<file path="config.mk">
export PLATFORM = sky130hd
export DESIGN_NAME = mie_core
export DESIGN_NICKNAME = d
export VERILOG_FILES = /design/src/hdl/mie_pkg.sv /design/src/hdl/mie_stack.sv /design/src/hdl/mie_core.sv
export SDC_FILE = /design/constraint.sdc
export NUM_CORES = 1
export LEC_CHECK = 0
export BUFFER_PORTS_ARGS = -buffer_cell sky130_fd_sc_hd__buf_2
export CAP_MARGIN = 30
export CELL_PAD_IN_SITES_DETAIL_PLACEMENT = 1
export CELL_PAD_IN_SITES_GLOBAL_PLACEMENT = 1
export CORE_AREA = 2 2 168 170
export DETAILED_ROUTE_END_ITERATION = 16
export DIE_AREA = 0 0 170 172
export MAX_ROUTING_LAYER = met4
export PLACE_DENSITY = 0.85
export SYNTH_ARGS = -nofsm -noshare
export SYNTH_HDL_FRONTEND = slang
export SYNTH_SLANG_ARGS = --single-unit
</file>
<file path="constraint.sdc">
create_clock -name clk_i -period 8.6 [get_ports clk_i]
set_input_delay 1.29 -clock clk_i [delete_from_list [all_inputs] [get_ports clk_i]]
set_output_delay 1.29 -clock clk_i [all_outputs]
set_load 0.05 [all_outputs]
</file>
<file path="src/hdl/mie_pkg.sv">
package mie_pkg;

  localparam int PC_W        = 12;
  localparam int DATA_W      = 8;
  localparam int STACK_DEPTH = 6;

  localparam logic [7:0] ACC_ADDR   = 8'hff;
  localparam logic [7:0] PTR_ADDR   = 8'h80;
  localparam logic [7:0] SHORT_BASE = 8'h80;

  // Low opcode nibble selects the group; even nibbles are short branches.
  localparam logic [3:0] LO_CALL  = 4'h1;
  localparam logic [3:0] LO_BTST  = 4'h3;
  localparam logic [3:0] LO_SHORT = 4'h5;
  localparam logic [3:0] LO_IND   = 4'h7;
  localparam logic [3:0] LO_JP    = 4'h9;
  localparam logic [3:0] LO_BIT   = 4'hb;
  localparam logic [3:0] LO_INH   = 4'hd;
  localparam logic [3:0] LO_DIR   = 4'hf;

  localparam logic [2:0] REL_NZ = 3'h0;
  localparam logic [2:0] REL_NC = 3'h2;
  localparam logic [2:0] REL_Z  = 3'h4;
  localparam logic [2:0] REL_C  = 3'h6;

  localparam int OP_DIR_BIT = 3;
  localparam int OP_SEL_BIT = 4;

  typedef enum logic [2:0] {
    ALU_ADD = 3'h0, ALU_AND = 3'h1, ALU_CP  = 3'h2, ALU_SUB = 3'h3,
    ALU_INC = 3'h4, ALU_DEC = 3'h5, ALU_CLR = 3'h6, ALU_RSV = 3'h7
  } mie_alu_e;

  localparam logic [3:0] INH_COM  = 4'h0;
  localparam logic [3:0] INH_RLC  = 4'h1;
  localparam logic [3:0] INH_SLA  = 4'h2;
  localparam logic [3:0] INH_NOP  = 4'h3;
  localparam logic [3:0] INH_RET  = 4'h4;
  localparam logic [3:0] INH_INTERRUPT_RETURN = 4'h5;
  localparam logic [3:0] INH_STOP = 4'h6;
  localparam logic [3:0] INH_WAIT = 4'h7;

  localparam logic [2:0] CYC_ALU  = 3'h4;
  localparam logic [2:0] CYC_REL  = 3'h2;
  localparam logic [2:0] CYC_BTST = 3'h5;
  localparam logic [2:0] CYC_BIT  = 3'h4;
  localparam logic [2:0] CYC_CTL  = 3'h2;
  localparam logic [2:0] CYC_JMP  = 3'h4;

  localparam logic [2:0] CNT_OP  = 3'h0;
  localparam logic [2:0] CNT_B2  = 3'h1;
  localparam logic [2:0] CNT_PTR = 3'h2;
  localparam logic [2:0] CNT_ONE = 3'h1;

  localparam logic [PC_W-1:0] LEN_ONE   = 12'h001;
  localparam logic [PC_W-1:0] LEN_TWO   = 12'h002;
  localparam logic [PC_W-1:0] LEN_THREE = 12'h003;
  localparam logic [PC_W-1:0] PC_RESET  = 12'h000;

  typedef enum logic [1:0] {
    ST_RUN  = 2'b01,
    ST_HALT = 2'b10
  } mie_state_e;

endpackage

</file>
<file path="src/hdl/mie_stack.sv">
`timescale 1ns/100ps
module mie_stack
  import mie_pkg::*;
#(
  parameter int DEPTH = STACK_DEPTH,
  parameter int WIDTH = PC_W
) (
  // Clock and reset.
  input  wire logic             clk_i,
  input  wire logic             sys_rst_i,
  // Push and pop.
  input  wire logic             push_i,
  input  wire logic             pop_i,
  input  wire logic [WIDTH-1:0] data_i,
  output logic      [WIDTH-1:0] top_o
);

  logic [WIDTH-1:0] ent_q [DEPTH];
  logic [WIDTH-1:0] up_w  [DEPTH];
  logic [WIDTH-1:0] dn_w  [DEPTH];

  // A shift stack: a seventh push silently drops the oldest entry.
  for (genvar i = 0; i < DEPTH; i++) begin : g_ent
    // Neighbours are chosen at elaboration so no index leaves the array.
    if (i == 0) begin : g_first
      assign up_w[i] = data_i;
    end else begin : g_inner
      assign up_w[i] = ent_q[i-1];
    end
    if (i == DEPTH - 1) begin : g_last
      assign dn_w[i] = '0;
    end else begin : g_below
      assign dn_w[i] = ent_q[i+1];
    end
    always_ff @(posedge clk_i) begin
      if (sys_rst_i) begin
        ent_q[i] <= '0;
      end else if (push_i) begin // see RQ18
        ent_q[i] <= up_w[i];
      end else if (pop_i) begin
        ent_q[i] <= dn_w[i];
      end
    end
  end

  assign top_o = ent_q[0];

endmodule

</file>
<file path="src/hdl/mie_core.sv">
`timescale 1ns/100ps
// Summary of operation
// RQ1 - Add, and, compare, subtract use accumulator operand
// RQ2 - Clear/inc/dec any address; inc/dec keep carry
// RQ3 - Complement, rotate, shift: accumulator only, both flags
// RQ4 - Arithmetic ops take four cycles, update flags
// RQ5 - Indirect one byte, direct/immediate two bytes; direct clear of a non-accumulator address takes three bytes here
// RQ6 - Short branches test flags, two cycles, flags kept
// RQ7 - Short branch reaches -15 to +16
// RQ8 - Bit-test branches: three bytes, five cycles
// RQ9 - Tested bit goes to carry, zero kept
// RQ10 - Bit-test displacement reaches -126 to +129
// RQ11 - Bit set/clear: two bytes, four cycles, flagless
// RQ12 - Control ops one byte, two cycles
// RQ13 - Watchdog selected turns stop into wait
// RQ14 - Jump and call: 12-bit target, four cycles
// RQ15 - Opcode bit picks branch direction, nibble span
// RQ16 - Target is opcode nibble joined with byte
// RQ17 - Opcode bit 4 selects pointer register
// RQ18 - Return stack holds six 12-bit entries
// RQ19 - Compare sets flags, keeps accumulator
// RQ20 - Call pushes next address; returns pop it
module mie_core
  import mie_pkg::*;
(
  // Clock and reset.
  input  wire logic              clk_i,
  input  wire logic              sys_rst_i,
  // Program memory, combinational read.
  output logic      [PC_W-1:0]   pm_addr_o,
  input  wire logic [DATA_W-1:0] pm_data_i,
  // Data space, combinational read, write on dm_we_o.
  output logic      [7:0]        dm_addr_o,
  input  wire logic [DATA_W-1:0] dm_rdata_i,
  output logic      [DATA_W-1:0] dm_wdata_o,
  output logic                   dm_we_o,
  // Power control.
  input  wire logic              wdg_sel_i,
  input  wire logic              wake_i,
  output logic                   stop_o,
  output logic                   wait_o,
  // Flags saved by interrupt entry.
  input  wire logic              saved_z_i,
  input  wire logic              saved_c_i,
  // Core state.
  output logic      [DATA_W-1:0] acc_o,
  output logic                   zero_o,
  output logic                   carry_o,
  output logic      [PC_W-1:0]   pc_o
);

  mie_state_e        state_q;
  logic [2:0]        cnt_q;
  logic [7:0]        op_q;
  logic [7:0]        b2_q;
  logic [7:0]        b3_q;
  logic [PC_W-1:0]   pc_q;
  logic [PC_W-1:0]   pm_addr_q;
  logic [DATA_W-1:0] acc_q;
  logic              z_q;
  logic              c_q;
  logic [7:0]        dm_addr_q;
  logic [DATA_W-1:0] dm_wdata_q;
  logic              dm_we_q;
  logic              stop_q;
  logic              wait_q;

  function automatic logic [2:0] cycles_of(input logic [7:0] op);
    logic [3:0] lo;
    lo = op[3:0];
    if (!op[0]) begin
      cycles_of = CYC_REL;
    end else if (lo == LO_CALL || lo == LO_JP) begin
      cycles_of = CYC_JMP;
    end else if (lo == LO_BTST) begin
      cycles_of = CYC_BTST;
    end else if (lo == LO_BIT) begin
      cycles_of = CYC_BIT;
    end else if (lo == LO_INH && op[7:4] > INH_SLA) begin
      cycles_of = CYC_CTL;
    end else begin
      cycles_of = CYC_ALU;
    end
  endfunction

  logic [7:0]        op_w;
  logic [7:0]        b2_w;
  logic              is_rel;
  logic              is_call;
  logic              is_jp;
  logic              is_btst;
  logic              is_short;
  logic              is_ind;
  logic              is_bit;
  logic              is_inh;
  logic              is_dir;
  logic              is_imm;
  mie_alu_e          alu;
  logic [3:0]        inh;
  logic              exec_w;
  logic [DATA_W-1:0] rd_w;
  logic [DATA_W-1:0] src_w;
  logic              tbit_w;

  // The opcode is used straight from program memory in its fetch cycle.
  assign op_w     = (cnt_q == CNT_OP) ? pm_data_i : op_q;
  assign b2_w     = (cnt_q == CNT_B2) ? pm_data_i : b2_q;
  assign is_rel   = !op_w[0];
  assign is_call  = op_w[3:0] == LO_CALL;
  assign is_jp    = op_w[3:0] == LO_JP;
  assign is_btst  = op_w[3:0] == LO_BTST;
  assign is_short = op_w[3:0] == LO_SHORT;
  assign is_ind   = op_w[3:0] == LO_IND;
  assign is_bit   = op_w[3:0] == LO_BIT;
  assign is_inh   = op_w[3:0] == LO_INH;
  assign is_dir   = op_w[3:0] == LO_DIR;
  assign alu      = mie_alu_e'(op_w[7:5]);
  assign inh      = op_w[7:4];
  assign is_imm   = is_dir && op_w[OP_SEL_BIT] && !alu[2]; // see RQ1
  assign exec_w   = (state_q == ST_RUN)
                  && (cnt_q == cycles_of(op_w) - CNT_ONE); // see RQ4
  // The accumulator lives in the data space at its own address.
  assign rd_w     = (dm_addr_q == ACC_ADDR) ? acc_q : dm_rdata_i;
  assign src_w    = is_imm ? b2_q : rd_w; // see RQ1
  assign tbit_w   = rd_w[op_q[7:5]];

  logic [8:0]        res9;
  logic              wr_acc;
  logic              wr_mem;
  logic              upd_z;
  logic              upd_c;
  logic              taken;
  logic [PC_W-1:0]   next_pc;
  logic [PC_W-1:0]   stk_top;
  logic [7:0]        bmask;

  always_comb begin
    res9   = '0;
    wr_acc = 1'b0;
    wr_mem = 1'b0;
    upd_z  = 1'b0;
    upd_c  = 1'b0;
    bmask  = 8'h01 << op_w[7:5];
    if (is_ind || is_dir) begin
      case (alu)
        ALU_ADD: begin
          res9   = {1'b0, acc_q} + {1'b0, src_w};
          wr_acc = 1'b1;
          upd_z  = 1'b1;
          upd_c  = 1'b1;
        end
        ALU_AND: begin
          res9   = {1'b0, acc_q & src_w};
          wr_acc = 1'b1;
          upd_z  = 1'b1;
          upd_c  = 1'b1;
        end
        ALU_CP: begin
          res9   = {1'b0, acc_q} - {1'b0, src_w}; // see RQ19
          upd_z  = 1'b1;
          upd_c  = 1'b1;
        end
        ALU_SUB: begin
          res9   = {1'b0, acc_q} - {1'b0, src_w};
          wr_acc = 1'b1;
          upd_z  = 1'b1;
          upd_c  = 1'b1;
        end
        ALU_INC: begin
          res9   = {1'b0, rd_w} + 9'h001;
          wr_mem = 1'b1;
          upd_z  = 1'b1; // see RQ2
        end
        ALU_DEC: begin
          res9   = {1'b0, rd_w} - 9'h001;
          wr_mem = 1'b1;
          upd_z  = 1'b1; // see RQ2
        end
        ALU_CLR: begin
          wr_mem = 1'b1;
          // Only clearing the accumulator touches the flags.
          upd_z  = dm_addr_q == ACC_ADDR; // see RQ2
          upd_c  = dm_addr_q == ACC_ADDR;
        end
        default: begin
          res9 = '0;
        end
      endcase
    end else if (is_short) begin
      res9   = op_w[OP_SEL_BIT] ? {1'b0, rd_w} + 9'h001
                                : {1'b0, rd_w} - 9'h001;
      wr_mem = 1'b1;
      upd_z  = 1'b1; // see RQ2
    end else if (is_bit) begin
      res9   = {1'b0, op_w[OP_SEL_BIT] ? (rd_w | bmask)
                                       : (rd_w & ~bmask)}; // see RQ11
      wr_mem = 1'b1;
    end else if (is_inh) begin
      case (inh)
        INH_COM: res9 = {acc_q[7], ~acc_q}; // see RQ3
        INH_RLC: res9 = {acc_q, c_q};       // see RQ3
        INH_SLA: res9 = {acc_q, 1'b0};      // see RQ3
        default: res9 = '0;
      endcase
      wr_acc = inh <= INH_SLA;
      upd_z  = inh <= INH_SLA;
      upd_c  = inh <= INH_SLA;
    end
  end

  always_comb begin
    taken   = 1'b0;
    next_pc = pc_q + LEN_ONE; // see RQ5
    if (is_rel) begin
      case (op_w[2:0])
        REL_NZ:  taken = !z_q; // see RQ6
        REL_NC:  taken = !c_q;
        REL_Z:   taken = z_q;
        REL_C:   taken = c_q;
        default: taken = 1'b0;
      endcase
      if (taken) begin
        next_pc = op_w[OP_DIR_BIT] ? pc_q - {8'h00, op_w[7:4]}
                : pc_q + {8'h00, op_w[7:4]} + LEN_ONE; // see RQ7 RQ15
      end
    end else if (is_btst) begin
      taken   = tbit_w == op_w[OP_SEL_BIT]; // see RQ8
      next_pc = taken ? pc_q + LEN_TWO + {{4{b3_q[7]}}, b3_q}
              : pc_q + LEN_THREE; // see RQ10
    end else if (is_call || is_jp) begin
      next_pc = {op_w[7:4], b2_q}; // see RQ14 RQ16
    end else if (is_inh && (inh == INH_RET || inh == INH_INTERRUPT_RETURN)) begin
      next_pc = stk_top; // see RQ20
    end else if (is_dir && alu == ALU_CLR) begin
      next_pc = pc_q + ((b2_q == ACC_ADDR) ? LEN_TWO : LEN_THREE);
    end else if (is_dir || is_bit || (is_inh && inh == INH_SLA)) begin
      next_pc = pc_q + LEN_TWO; // see RQ5
    end
  end

  mie_stack #(
    .DEPTH (STACK_DEPTH),
    .WIDTH (PC_W)
  ) u_stack (
    .clk_i     (clk_i),
    .sys_rst_i (sys_rst_i),
    .push_i    (exec_w && is_call), // see RQ18 RQ20
    .pop_i     (exec_w && is_inh && (inh == INH_RET || inh == INH_INTERRUPT_RETURN)),
    .data_i    (pc_q + LEN_TWO),
    .top_o     (stk_top)
  );

  // Sequencing and fetch.
  always_ff @(posedge clk_i) begin
    if (sys_rst_i) begin
      state_q   <= ST_RUN;
      cnt_q     <= CNT_OP;
      pc_q      <= PC_RESET;
      pm_addr_q <= PC_RESET;
      stop_q    <= 1'b0;
      wait_q    <= 1'b0;
    end else begin
      case (state_q)
        ST_RUN: begin
          cnt_q     <= exec_w ? CNT_OP : cnt_q + CNT_ONE;
          pm_addr_q <= exec_w ? next_pc : pm_addr_q + LEN_ONE;
          if (exec_w) begin
            pc_q <= next_pc;
          end
          if (exec_w && is_inh && inh == INH_STOP) begin
            state_q <= ST_HALT;
            stop_q  <= !wdg_sel_i; // see RQ13
            wait_q  <= wdg_sel_i;
          end else if (exec_w && is_inh && inh == INH_WAIT) begin
            state_q <= ST_HALT;
            wait_q  <= 1'b1;
          end
        end
        ST_HALT: begin
          if (wake_i) begin
            state_q <= ST_RUN;
            stop_q  <= 1'b0;
            wait_q  <= 1'b0;
          end
        end
        default: begin
          state_q <= ST_RUN;
        end
      endcase
    end
  end

  // Instruction bytes.
  always_ff @(posedge clk_i) begin
    if (sys_rst_i) begin
      op_q <= '0;
      b2_q <= '0;
      b3_q <= '0;
    end else if (state_q == ST_RUN) begin
      if (cnt_q == CNT_OP) begin
        op_q <= pm_data_i;
      end
      if (cnt_q == CNT_B2) begin
        b2_q <= pm_data_i;
      end
      if (cnt_q == CNT_PTR) begin
        b3_q <= pm_data_i;
      end
    end
  end

  // Data space addressing; the write lands one cycle after execution.
  always_ff @(posedge clk_i) begin
    if (sys_rst_i) begin
      dm_addr_q  <= PTR_ADDR;
      dm_we_q    <= 1'b0;
      dm_wdata_q <= '0;
    end else begin
      dm_we_q    <= exec_w && wr_mem && dm_addr_q != ACC_ADDR;
      dm_wdata_q <= res9[7:0];
      if (state_q == ST_RUN && cnt_q == CNT_B2) begin
        if (is_ind) begin
          dm_addr_q <= PTR_ADDR + {7'h00, op_w[OP_SEL_BIT]}; // see RQ17
        end else if (is_short) begin
          dm_addr_q <= SHORT_BASE + {6'h00, op_w[7:6]};
        end else if (is_dir || is_bit || is_btst) begin
          dm_addr_q <= b2_w; // see RQ2
        end
      end else if (state_q == ST_RUN && cnt_q == CNT_PTR && is_ind) begin
        dm_addr_q <= rd_w;
      end
    end
  end

  // Accumulator and flags.
  always_ff @(posedge clk_i) begin
    if (sys_rst_i) begin
      acc_q <= '0;
      z_q   <= 1'b0;
      c_q   <= 1'b0;
    end else if (exec_w) begin
      if (wr_acc || (wr_mem && dm_addr_q == ACC_ADDR)) begin
        acc_q <= res9[7:0];
      end
      if (upd_z) begin
        z_q <= res9[7:0] == 8'h00;
      end
      if (upd_c) begin
        c_q <= (alu == ALU_AND && !is_inh) ? 1'b0 : res9[8];
      end
      if (is_btst) begin
        c_q <= tbit_w; // see RQ9
      end
      if (is_inh && inh == INH_INTERRUPT_RETURN) begin
        z_q <= saved_z_i; // see RQ12
        c_q <= saved_c_i;
      end
    end
  end

  assign pm_addr_o  = pm_addr_q;
  assign dm_addr_o  = dm_addr_q;
  assign dm_wdata_o = dm_wdata_q;
  assign dm_we_o    = dm_we_q;
  assign stop_o     = stop_q;
  assign wait_o     = wait_q;
  assign acc_o      = acc_q;
  assign zero_o     = z_q;
  assign carry_o    = c_q;
  assign pc_o       = pc_q;

  alu_four_cyc_a: assert property (@(posedge clk_i) // see RQ4
    disable iff (sys_rst_i)
    exec_w && (is_ind || is_dir) |-> cnt_q == CYC_ALU - CNT_ONE)
    else $error("Arithmetic op did not end in its fourth cycle.");

  rel_flags_kept_a: assert property (@(posedge clk_i) // see RQ6
    disable iff (sys_rst_i)
    exec_w && is_rel |=> $stable(z_q) && $stable(c_q) && cnt_q == CNT_OP)
    else $error("Short branch altered a flag.");

  btst_carry_a: assert property (@(posedge clk_i) // see RQ9
    disable iff (sys_rst_i)
    exec_w && is_btst |=> c_q == $past(tbit_w) && $stable(z_q))
    else $error("Tested bit not copied into carry.");

  stop_as_wait_a: assert property (@(posedge clk_i) // see RQ13
    disable iff (sys_rst_i)
    exec_w && is_inh && inh == INH_STOP && wdg_sel_i |=> wait_o && !stop_o)
    else $error("Stop executed while watchdog selected.");

  jump_target_a: assert property (@(posedge clk_i) // see RQ16
    disable iff (sys_rst_i)
    exec_w && is_jp |=> pc_q == {$past(op_q[7:4]), $past(b2_q)})
    else $error("Jump target not formed from opcode and byte.");

  cmp_keeps_acc_a: assert property (@(posedge clk_i) // see RQ19
    disable iff (sys_rst_i)
    exec_w && (is_ind || is_dir) && alu == ALU_CP |=> $stable(acc_q))
    else $error("Compare changed the accumulator.");

  incdec_carry_a: assert property (@(posedge clk_i) // see RQ2
    disable iff (sys_rst_i)
    exec_w && is_short |=> $stable(c_q) && dm_we_o
      && dm_addr_o[7:2] == SHORT_BASE[7:2])
    else $error("Short increment or decrement touched carry.");

  call_return_a: assert property (@(posedge clk_i) // see RQ20
    disable iff (sys_rst_i)
    exec_w && is_call |=> stk_top == $past(pc_q) + LEN_TWO)
    else $error("Call did not push the following address.");

  bit_op_len_a: assert property (@(posedge clk_i) // see RQ11
    disable iff (sys_rst_i)
    exec_w && is_bit |-> cnt_q == CYC_BIT - CNT_ONE ##1
      pc_q == $past(pc_q) + LEN_TWO && $stable(z_q) && $stable(c_q))
    else $error("Bit set or clear broke length, timing or flags.");

endmodule

</file>
---- Word-level counts from Yosys, hierarchy flattened ----
Memories as Yosys holds them, arrays and structs flattened.
Cells that the tools add are included.
Widths: inputs -> output; s select.
word-level totals
  memories ................................ 1
  output and inout port bits .............. 53
  bits in writable memories ............... 72
  bits in registers ....................... 82
cells by class
  bitwise gates (word level) .............. 17
  eq/ne operators ......................... 36
  reduce and logical (&&, ||, !) cells .... 55
  multiplexer cells ....................... 89
  add/sub/neg operators ................... 17
  shift operators ......................... 1
  order comparisons ....................... 3
memories
  name           words  bits a word  read ports  clocked after Yosys merged registers in  wr ports  line             RTL
  u_stack.ent_q  6      12           6           0                                        6         mie_stack.sv:18  logic [WIDTH-1:0] ent_q [DEPTH];
operators by type and width
  kind                   number
  $mux 12                22
  $mux 8                 10
  $mux 9                 5
  $pmux 9 s5             1
  $add 12x1->12 const B  3
  $mux 1                 34
  $pmux 9 s3             1
  $add 12x2->12 const B  2
  $eq 4x3->1 const B     6
  $logic_and 1x1->1      20
  $mux 3                 6
  $and 8x8->8            2
  $eq 4x4->1 const B     4
  $eq 8x8->1 const B     2
  $not 8->8              2
  $eq 3x3->1 const B     5
  $reduce_and 2->1       7
  $add 12x12->12         1
  $add 12x2->12          1
  $add 12x4->12          1
  $eq 3x2->1 const B     4
  $or 1x1->1             12
  $sub 12x4->12          1
  $add 8x1->9 const B    1
  40 further kinds       65

---- Depth between registers and ports, before layout ----
Gate-level depths: netlist of the first run.
  depth in word-level cells ............... 19
  gate-level depth with buffers ........... 23

---- Cells and area by module ----
From an unflattened synthesis of the first run, not the netlist that was laid out.
second synthesis, totals
  cells, all modules ...................... 1442
  area, all modules ....................... 12041.5 sq um
by module, submodules not included
  module     cells each  area an instance (sq um)  times used  seq. area each (sq um)
  mie_core   1147        8615.8                    1           1641.6
  mie_stack  295         3425.8                    1           2162.1

---- Least setup slack after synthesis of the first run ----
OpenSTA, ideal clock, no wires.
  path kind ............................... input to register
  from .................................... in pm_data_i[1]
  to ...................................... mem u_stack.ent_q[0][0] in the netlist's numbering, enable pin
  data arrival time ....................... 7.791 ns
  buffers on the path ..................... 3
  stages on the path ...................... 12
  slack ................................... 0.248 ns
  cell sequence ........................... nand2_1 mux2_2 nor3_4 clkinv_1 clkbuf_1 ha_1 xnor2_1 nor3_2 nand2_1 buf_2 buf_2 o21ai_0
RTL lines
  element      line             RTL
  from (decl)  mie_core.sv:31   input wire logic [DATA_W-1:0] pm_data_i,
  to (decl)    mie_stack.sv:18

==> results of run 1 <==
synthesized netlist by cell type, drive strengths merged (8+ instances only):
cell    count  share of area [%]
a21oi      93                4.0
xor2       34                2.5
nand4      19                1.1
xnor2      50                3.8
mux2       15                1.5
or2        12               0.64
or3         8               0.47
inv        34                1.1
nand2     143                4.6
nor2      125                4.1
a211oi     25                1.6
edfxtp     72                 18
ha         42                4.5
nand2b     11               0.61
nand3      42                1.9
a21o       11               0.71
buf        40                2.1
o21ai      76                3.2
dfxtp      82                 14
o22ai      14               0.75
nor3       35                1.7
a22oi      10               0.68
a31oi      23                1.5
and2       21                1.1
mux2i      49                5.0
nor4       13               0.93
and3       10               0.53
clkbuf     49                1.6
a22o       61                4.6
o211ai     13               0.83
nor2b       8               0.43
flip-flops by register name, summed over array words and instances (netlist names), 2 cells and up:
signal and count:
b3_q 8, pc_o 12, u_stack.ent_q 72, pm_addr_o 12, op_q 8, state_q 2
acc_o 8, cnt_q 3, dm_addr_o 8, dm_wdata_o 8, b2_q 8
metrics by stage:
step                      area (µm²)  utilization (%)  hold slack (ns)
final                          12910            46.97           0.4744
after global routing           12910            46.97           0.5054
after CTS                      12890            46.90           0.4877
after detailed placement       12280            44.69           0.4786
after global placement         12270            44.66           0.4558
after floorplan                11700                -           0.4400
worst min-delay path by stage:
stage	slack, ns	endpoint	start
final	0.47	b3_q[2]	b3_q[2]
after global routing	0.51	b3_q[2]	b3_q[2]
after CTS	0.49	b3_q[2]	b3_q[2]
after detailed placement	0.48	b3_q[4]	b3_q[4]
after global placement	0.46	b3_q[0]	b3_q[0]
after floorplan	0.44	b3_q[0]	b3_q[0]
cells by family (layout without fill, tap and decap cells):
logic type | Yosys count | after routing | share of synthesized area (%)
AO/OA/AOI/OAI | 408 | 408 | 24.15
XOR/XNOR | 84 | 84 | 6.350
multiplexers | 66 | 66 | 6.863
flip-flops | 154 | 154 | 32.50
adder cells (fa/ha/maj) | 46 | 46 | 5.174
buffers and inverters | 124 | 164 | 4.779
AND/OR/NAND/NOR | 475 | 475 | 20.18
report_power, final:
group          internal, mW  switching, mW  total, mW
Combinational         0.738           1.60       2.34
Clock                 0.396          0.382      0.779
Sequential            0.893          0.232       1.13
Total                  2.03           2.21       4.24
final cells by class:
| class | instances | area share, % |
|---|---|---|
| clock buffer | 17 | 3.296 |
| clock inverter | 15 | 1.415 |
| inverter | 35 | 1.018 |
| multi-input combinational | 1079 | 57.14 |
| sequential | 154 | 29.47 |
| tap | 346 | 3.354 |
| timing repair buffer | 97 | 4.304 |
metal layers:
layer,GRT usage (%),vias to the layer above
met4,18.13,0
li1,-,5125
met1,39.04,5714
met3,4.349,186
met5,-,-
met2,49.83,661
worst register-to-register path, stage by stage, from the launching register on:
cell and delay, ns:
dfxtp_1 0.39, inv_1 0.11, ha_1 0.29, nand2b_2 0.13
buf_12 0.24, mux2_2 0.52, nor3_4 0.63, clkinv_1 0.75
ha_1 0.47, xor2_1 0.15, xnor2_1 0.28, nand2_1 0.13
buf_4 0.25, o21ai_4 0.54, buf_4 0.46
==> results.md, run 1 <==
* DRC at 0
* CP top delay family: buffers and inverters
* CP Depth at 14
* Initial core utilization at a little over two fifths
* CTS Root Cell: clkbuf_16
* Most frequent cells in the layout: nand2_1, nor2_1, a21oi_1
* H-Tree Depth at 4
* Largest net degree at the start of global routing at between 60 and 70
* Initial antenna violation count at 0
* Met2 Wirelength at approximately 21000 µm
* WP data required at roughly 8.7 ns
* Final Wtd Congestion at between 0.9 and 1
* Pwr/cell area at 328.4 nW/µm²
* Syn Area/Cell at 8.625 µm²
* Largest stage delay, worst path at between 0.7 and 0.8 ns
* Final period util at about 66%
* Worst Path Arrival at roughly 5.8 ns
* # hold bufs at CTS at 0
* Sequential-to-total area share from yosys stat at between 30% and 40%
* Register bit total from synthesis at about 150
* Hold depth at 2
* CP cell instances: inv_1, ha_1, nand2b_2, buf_12, mux2_2, nor3_4, clkinv_1, ha_1, xor2_1, xnor2_1, nand2_1, buf_4, o21ai_4, buf_4
* RSZ-0062 raised after global routing: false
* Worst Hold Class: flip-flop to flip-flop
* Max-cap viol count at 0
* Core footprint at around 27000 µm²
* Syn. warnings at 0
* CP Class: flip-flop to flip-flop
* Worst path bufs/invs at 5
* Worst IR Drop VDD at about 0.00019 V
* Most common cell after layout, fill and taps aside: nand2_1
* Top layer reached by signal wires: met4
* Reg2reg setup slack at 2.90 ns
* Final hold viol count at 0
* CP Max Fanout at 30
* Post-route ant nets at 0
* Share of flip-flops with an asynchronous set or reset at 0%
* Mapped Cells at 1357
* EDFF count, synth at between 70 and 80
* Clock Skew at 0.01219 ns
* Crit path capture: u_stack.ent_q[0][15]
* TNS Setup at 0 ns
* FF-to-FF Start: cnt_q[0]
* Primary FF master, synth: dfxtp_1
* R2R cell count at 14
* # diodes at 0
* Nets at ~1.5k
* Dpl ws at 2.624 ns
* PortBufs at 74
* Fillers at between 3k and 4k
* Clock tree buffer depth at 2
* Startpoint types: flip-flop
* Worst-Skew Late Latency at around 0.44 ns
* Synth Cell Area at ~12000 µm²
* Clk sinks at ~150
* WL met1 at 17940 µm
* Iter 0 DRT Violations at 1249
* Placed cell count at ~1.7k
* Vias per inst at about 6.7
* Fraction of layout cells with a size suffix above 1 at roughly 14%
* R2r endpoint: u_stack.ent_q[0][15]
* Storage element area at approximately 3800 µm²
* Row count at 61
* Tot Pwr at 4.239 mW
* Die area at 29240 µm²
* Distinct cell type count after synthesis at 100
* GRT Total Usage at 31.57%
* DR pass1 iterations at 5
* Endpoints failing setup at 0
* TritonCTS clock tree: yes
* Worst-margin pin slew at 1.118 ns
* Slew Limit Headroom at between 20% and 30%
* Final setup margin at 2.904 ns
* Per-cell routed wire length at around 26 µm
* Leak at just under 5 nW
* Crit. End Element: flip-flop
* Post CTS Setup Buffer Count at 0
* Gr ovfl total at 0
* Post-Syn Nets at between 1k and 1.5k
* Layout area overhead at 10.27%
* Crit path launch: cnt_q[0]
* Vias in the first global route at roughly 12k
* Multi-input logic area at around 7400 µm²
* Drt total wl at 44800 µm
* Min Tclk post-route at between 5 and 6 ns
* DP Wirelength at ~32000 µm
* Fin. max-slew vios at 0
* First-pass GRT wire length at roughly 69000 µm
* Post-cts sizing count at 0
* Die W at approximately 170 µm
* Vias at between 10k and 15k
* Slowest cell on crit path: clkinv_1
* WL met3 at approximately 3600 µm
* Register clock-pin slew on the reported worst setup and hold paths at 0.07 ns
* Status: finished clean
* Fmax at approximately 0.18 GHz
* Final Non-Filler Cells at about 1.7k
* Io pins at 75
* DIE HEIGHT at 172 µm
* Clock buffer count from CTS at 17
Power figures use the tool's default switching activity.
==> run 2: changes to the inputs <==
==> constraint.sdc (replaced) <==
create_clock -name clk_i -period 5.2 [get_ports clk_i]
set_input_delay 0.78 -clock clk_i [delete_from_list [all_inputs] [get_ports clk_i]]
set_output_delay 0.78 -clock clk_i [all_outputs]
set_load 0.05 [all_outputs]
==> run 2 against run 1 <==
Final cell count grew 1.7%. Global-route usage up 1.3 points. Sequential share of layout area fell by 0.63 points. Die area unchanged. Largest power group unchanged.
==> results.md, run 2 (same netlist as run 1, synthesis figures left out) <==
* H-Tree Depth at 4 (unchanged)
* Gr ovfl total at 0 (unchanged)
* Met3 Use GR at 3.914% (-0.43 points)
* R2r endpoint: zero_o
* Most frequent cells in the layout: nand2_1, nor2_1, a21oi_1
* CP cell instances: inv_1, ha_1, nand2b_4, mux2i_4, nand4_4, buf_4, mux2i_1, o21bai_1, xor2_1, ha_1, o21a_1, o31a_1, a21oi_1, a22oi_1, o311ai_0, a2111o_1, nand3b_1, o41ai_1
* DRC at 0 (unchanged)
* Psw at 3.706 mW (+68%)
* GRT Total Usage at 32.85% (+1.3 points)
* Pwr/cell area at 542.9 nW/µm² (+65%)
* Endpoints failing setup at 0 (unchanged)
* Multi-input logic area at 7391 µm² (+0.22%)
* Clock tree buffer depth at 2 (unchanged)
* Post-route ant nets at 0 (unchanged)
* Clock buffer count from CTS at 17 (unchanged)
* Per-cell routed wire length at 26.07 µm (+1.4%)
* Vias in the first global route at 11.79k (+2.1%)
* Busiest grt layer: met2
* Clock Skew at 0.01508 ns (+0.002888 ns)
* Final setup margin at 0.3132 ns (-2.591 ns)
* Max-cap viol count at 0 (unchanged)
* CP Max Fanout at 15 (-50%)
* # hold bufs at CTS at 0 (unchanged)
* Largest net degree at the start of global routing at 69 (unchanged)
* Die area at 29240 µm² (unchanged)
* Slowest cell on crit path: a2111o_1
* Hold depth at 2 (unchanged)
* Sw Share at 51.77% (-0.39 points)
* Startpoint types: flip-flop
* Fillers at 3252 (-0.061%)
* Dpl ws at 0.1102 ns (-2.513 ns)
* Core footprint at 27480 µm² (unchanged)
* Met1 Resource Use GR at 39.75% (+0.71 points)
* Vias at 11.61k (-0.67%)
* Final core utilization at 47.99% (+1.0 points)
* Leak at 5.074 nW (+3.2%)
* Initial core utilization at 42.60% (unchanged)
* Worst Path Arrival at 5.22 ns (-0.57 ns)
* Final Non-Filler Cells at 1772 (+1.7%)
* FF-to-FF Start: cnt_q[1]
* Die W at 170 µm (unchanged)
* Worst-margin pin slew at 0.8830 ns (-0.2346 ns)
* Largest stage delay, worst path at 0.46 ns (-0.29 ns)
* TNS Setup at 0 ns (unchanged)
* Register clock-pin slew on the reported worst setup and hold paths at 0.08 ns (about the same)
* Vias per inst at 6.551 (-2.3%)
* Internal power at 3.453 mW (+70%)
* Min Tclk post-route at 4.887 ns (-0.8094 ns)
* Final hold viol count at 0 (unchanged)
* DP Wirelength at 33340 µm (+2.8%)
* Most frequent CP cell: ha_1
* Layout area overhead at 12.67%
* Drt total wl at 46190 µm (+3.1%)
* Slew Limit Headroom at 40.91% (+15 points)
* TritonCTS clock tree: yes
* Status: finished clean
* Worst path bufs/invs at 2 (-3)
* Most common cell after layout, fill and taps aside: nand2_1
* R2R cell count at 18 (+4)
* Storage element area at 3804 µm² (unchanged)
* Initial antenna violation count at 0 (unchanged)
* DIE HEIGHT at 172 µm (unchanged)
* Iter 0 DRT Violations at 1097 (-12%)
* Final Wtd Congestion at 0.9706 (-2.8%)
* Clk sinks at 154 (unchanged)
* WP data required at 5.53 ns (-3.17 ns)
* Io pins at 75 (unchanged)
* CP top delay family: compound AO/OA/AOI/OAI gates
* Met2 Use GR at 53.86% (+4.0 points)
* CTS Root Cell: clkbuf_16
* # diodes at 0 (unchanged)
* Clk network pwr share at 18.6% (+0.2 points)
* Final period util at 93.98% (+28 points)
* Placed cell count at 1733 (+1.3%)
* Max reg flops at 72 (unchanged)
* First-pass GRT wire length at 71120 µm (+3.7%)
* Fraction of layout cells with a size suffix above 1 at 16.27% (+1.9 points)
* Row count at 61 (unchanged)
* CP Class: flip-flop to flip-flop
* Crit. End Element: flip-flop
* Flop pwr share at 25.3% (-1.2 points)
* Logic pwr share at 56.1% (+1.0 points)
* Most flop-heavy register: u_stack.ent_q
* Fmax at 0.2046 GHz (+17%)
* Nets at 1481 (+2.0%)
* Worst IR Drop VDD at 0.0002984 V (+57%)
* Hold Crit Start: b3_q[4]
* Worst-Skew Late Latency at 0.44 ns (about the same)
* Reg2reg setup slack at 0.31 ns (-2.59 ns)
* PortBufs at 74 (unchanged)
* DR pass1 iterations at 5 (unchanged)
* Fin. max-slew vios at 0 (unchanged)
* Worst Hold Class: flip-flop to flip-flop
* Hold Crit Endpoint: b3_q[4]
run 2: changes by cell type in the layout (fill, tap and decap cells not counted), moves of 2 or more:
cell      before  now
inv_8          6    3
buf_4         22   48
buf_12         1    4
clkinv_4       2    0
inv_6          1    5
run 2: final cells by class:
| type | count | area share, % |
|---|---|---|
| multi-input combinational | 1079 | 56.05 |
| sequential | 154 | 28.85 |
| timing repair buffer | 126 | 6.149 |
| tap | 346 | 3.283 |
| clock buffer | 17 | 3.226 |
| clock inverter | 15 | 1.452 |
| inverter | 35 | 0.9963 |
run 2: layer usage:
| layer | share of wire (%) | routed length [µm] | vias up |
|---|---|---|---|
| li1 | - | - | 5176 |
| met1 | 41 | 18810 | 5763 |
| met2 | 48 | 22020 | 505 |
| met3 | 5.7 | 2650 | 164 |
| met4 | 5.9 | 2710 | 0 |
| met5 | 0 | 0 | - |
run 2: worst max path at each step:
stage | start | endpoint | slack, ns | cells past startpoint
after floorplan | cnt_q[0] | u_stack.ent_q[0][0] | 0.47 | 15
after global placement | cnt_q[0] | zero_o | 0.35 | 18
after detailed placement | cnt_q[0] | zero_o | 0.11 | 18
after CTS | cnt_q[0] | zero_o | 0.07 | 18
after global routing | cnt_q[0] | zero_o | -0.004 | 18
final | cnt_q[1] | zero_o | 0.31 | 18
run 2: worst min-delay path, stage by stage (launching register included):
cell and delay, ns:
dfxtp_1 0.32, nand2_1 0.05, a21oi_1 0.05
run 2: metrics by stage:
step	hold slack (ns)	power (mW)	cell area, µm²
after floorplan	0.4400	4.456	11720
after global placement	0.4545	5.630	12500
after detailed placement	0.4590	5.703	12500
after CTS	0.4695	7.067	13120
after global routing	0.4907	7.480	13190
final	0.4680	7.159	13190
run 2: power by group through the flow:
stage	clock network [mW]	registers (mW)	logic, mW
4_1_cts	1.34	1.80	3.92
3_5_place_dp	0	1.83	3.88
2_1_floorplan	0	1.99	2.47
5_1_grt	1.39	1.84	4.25
6_report	1.33	1.81	4.01
3_3_place_gp	0	1.82	3.81
run 2: what timing repair did:
| item | 4_1_cts | 5_1_grt |
|---|---|---|
| gates resized for setup | 0 | 4 |
| setup endpoints to repair | 0 | 5 |
| buffers inserted | 0 | 6 |
| hold endpoints to repair | 0 | 0 |
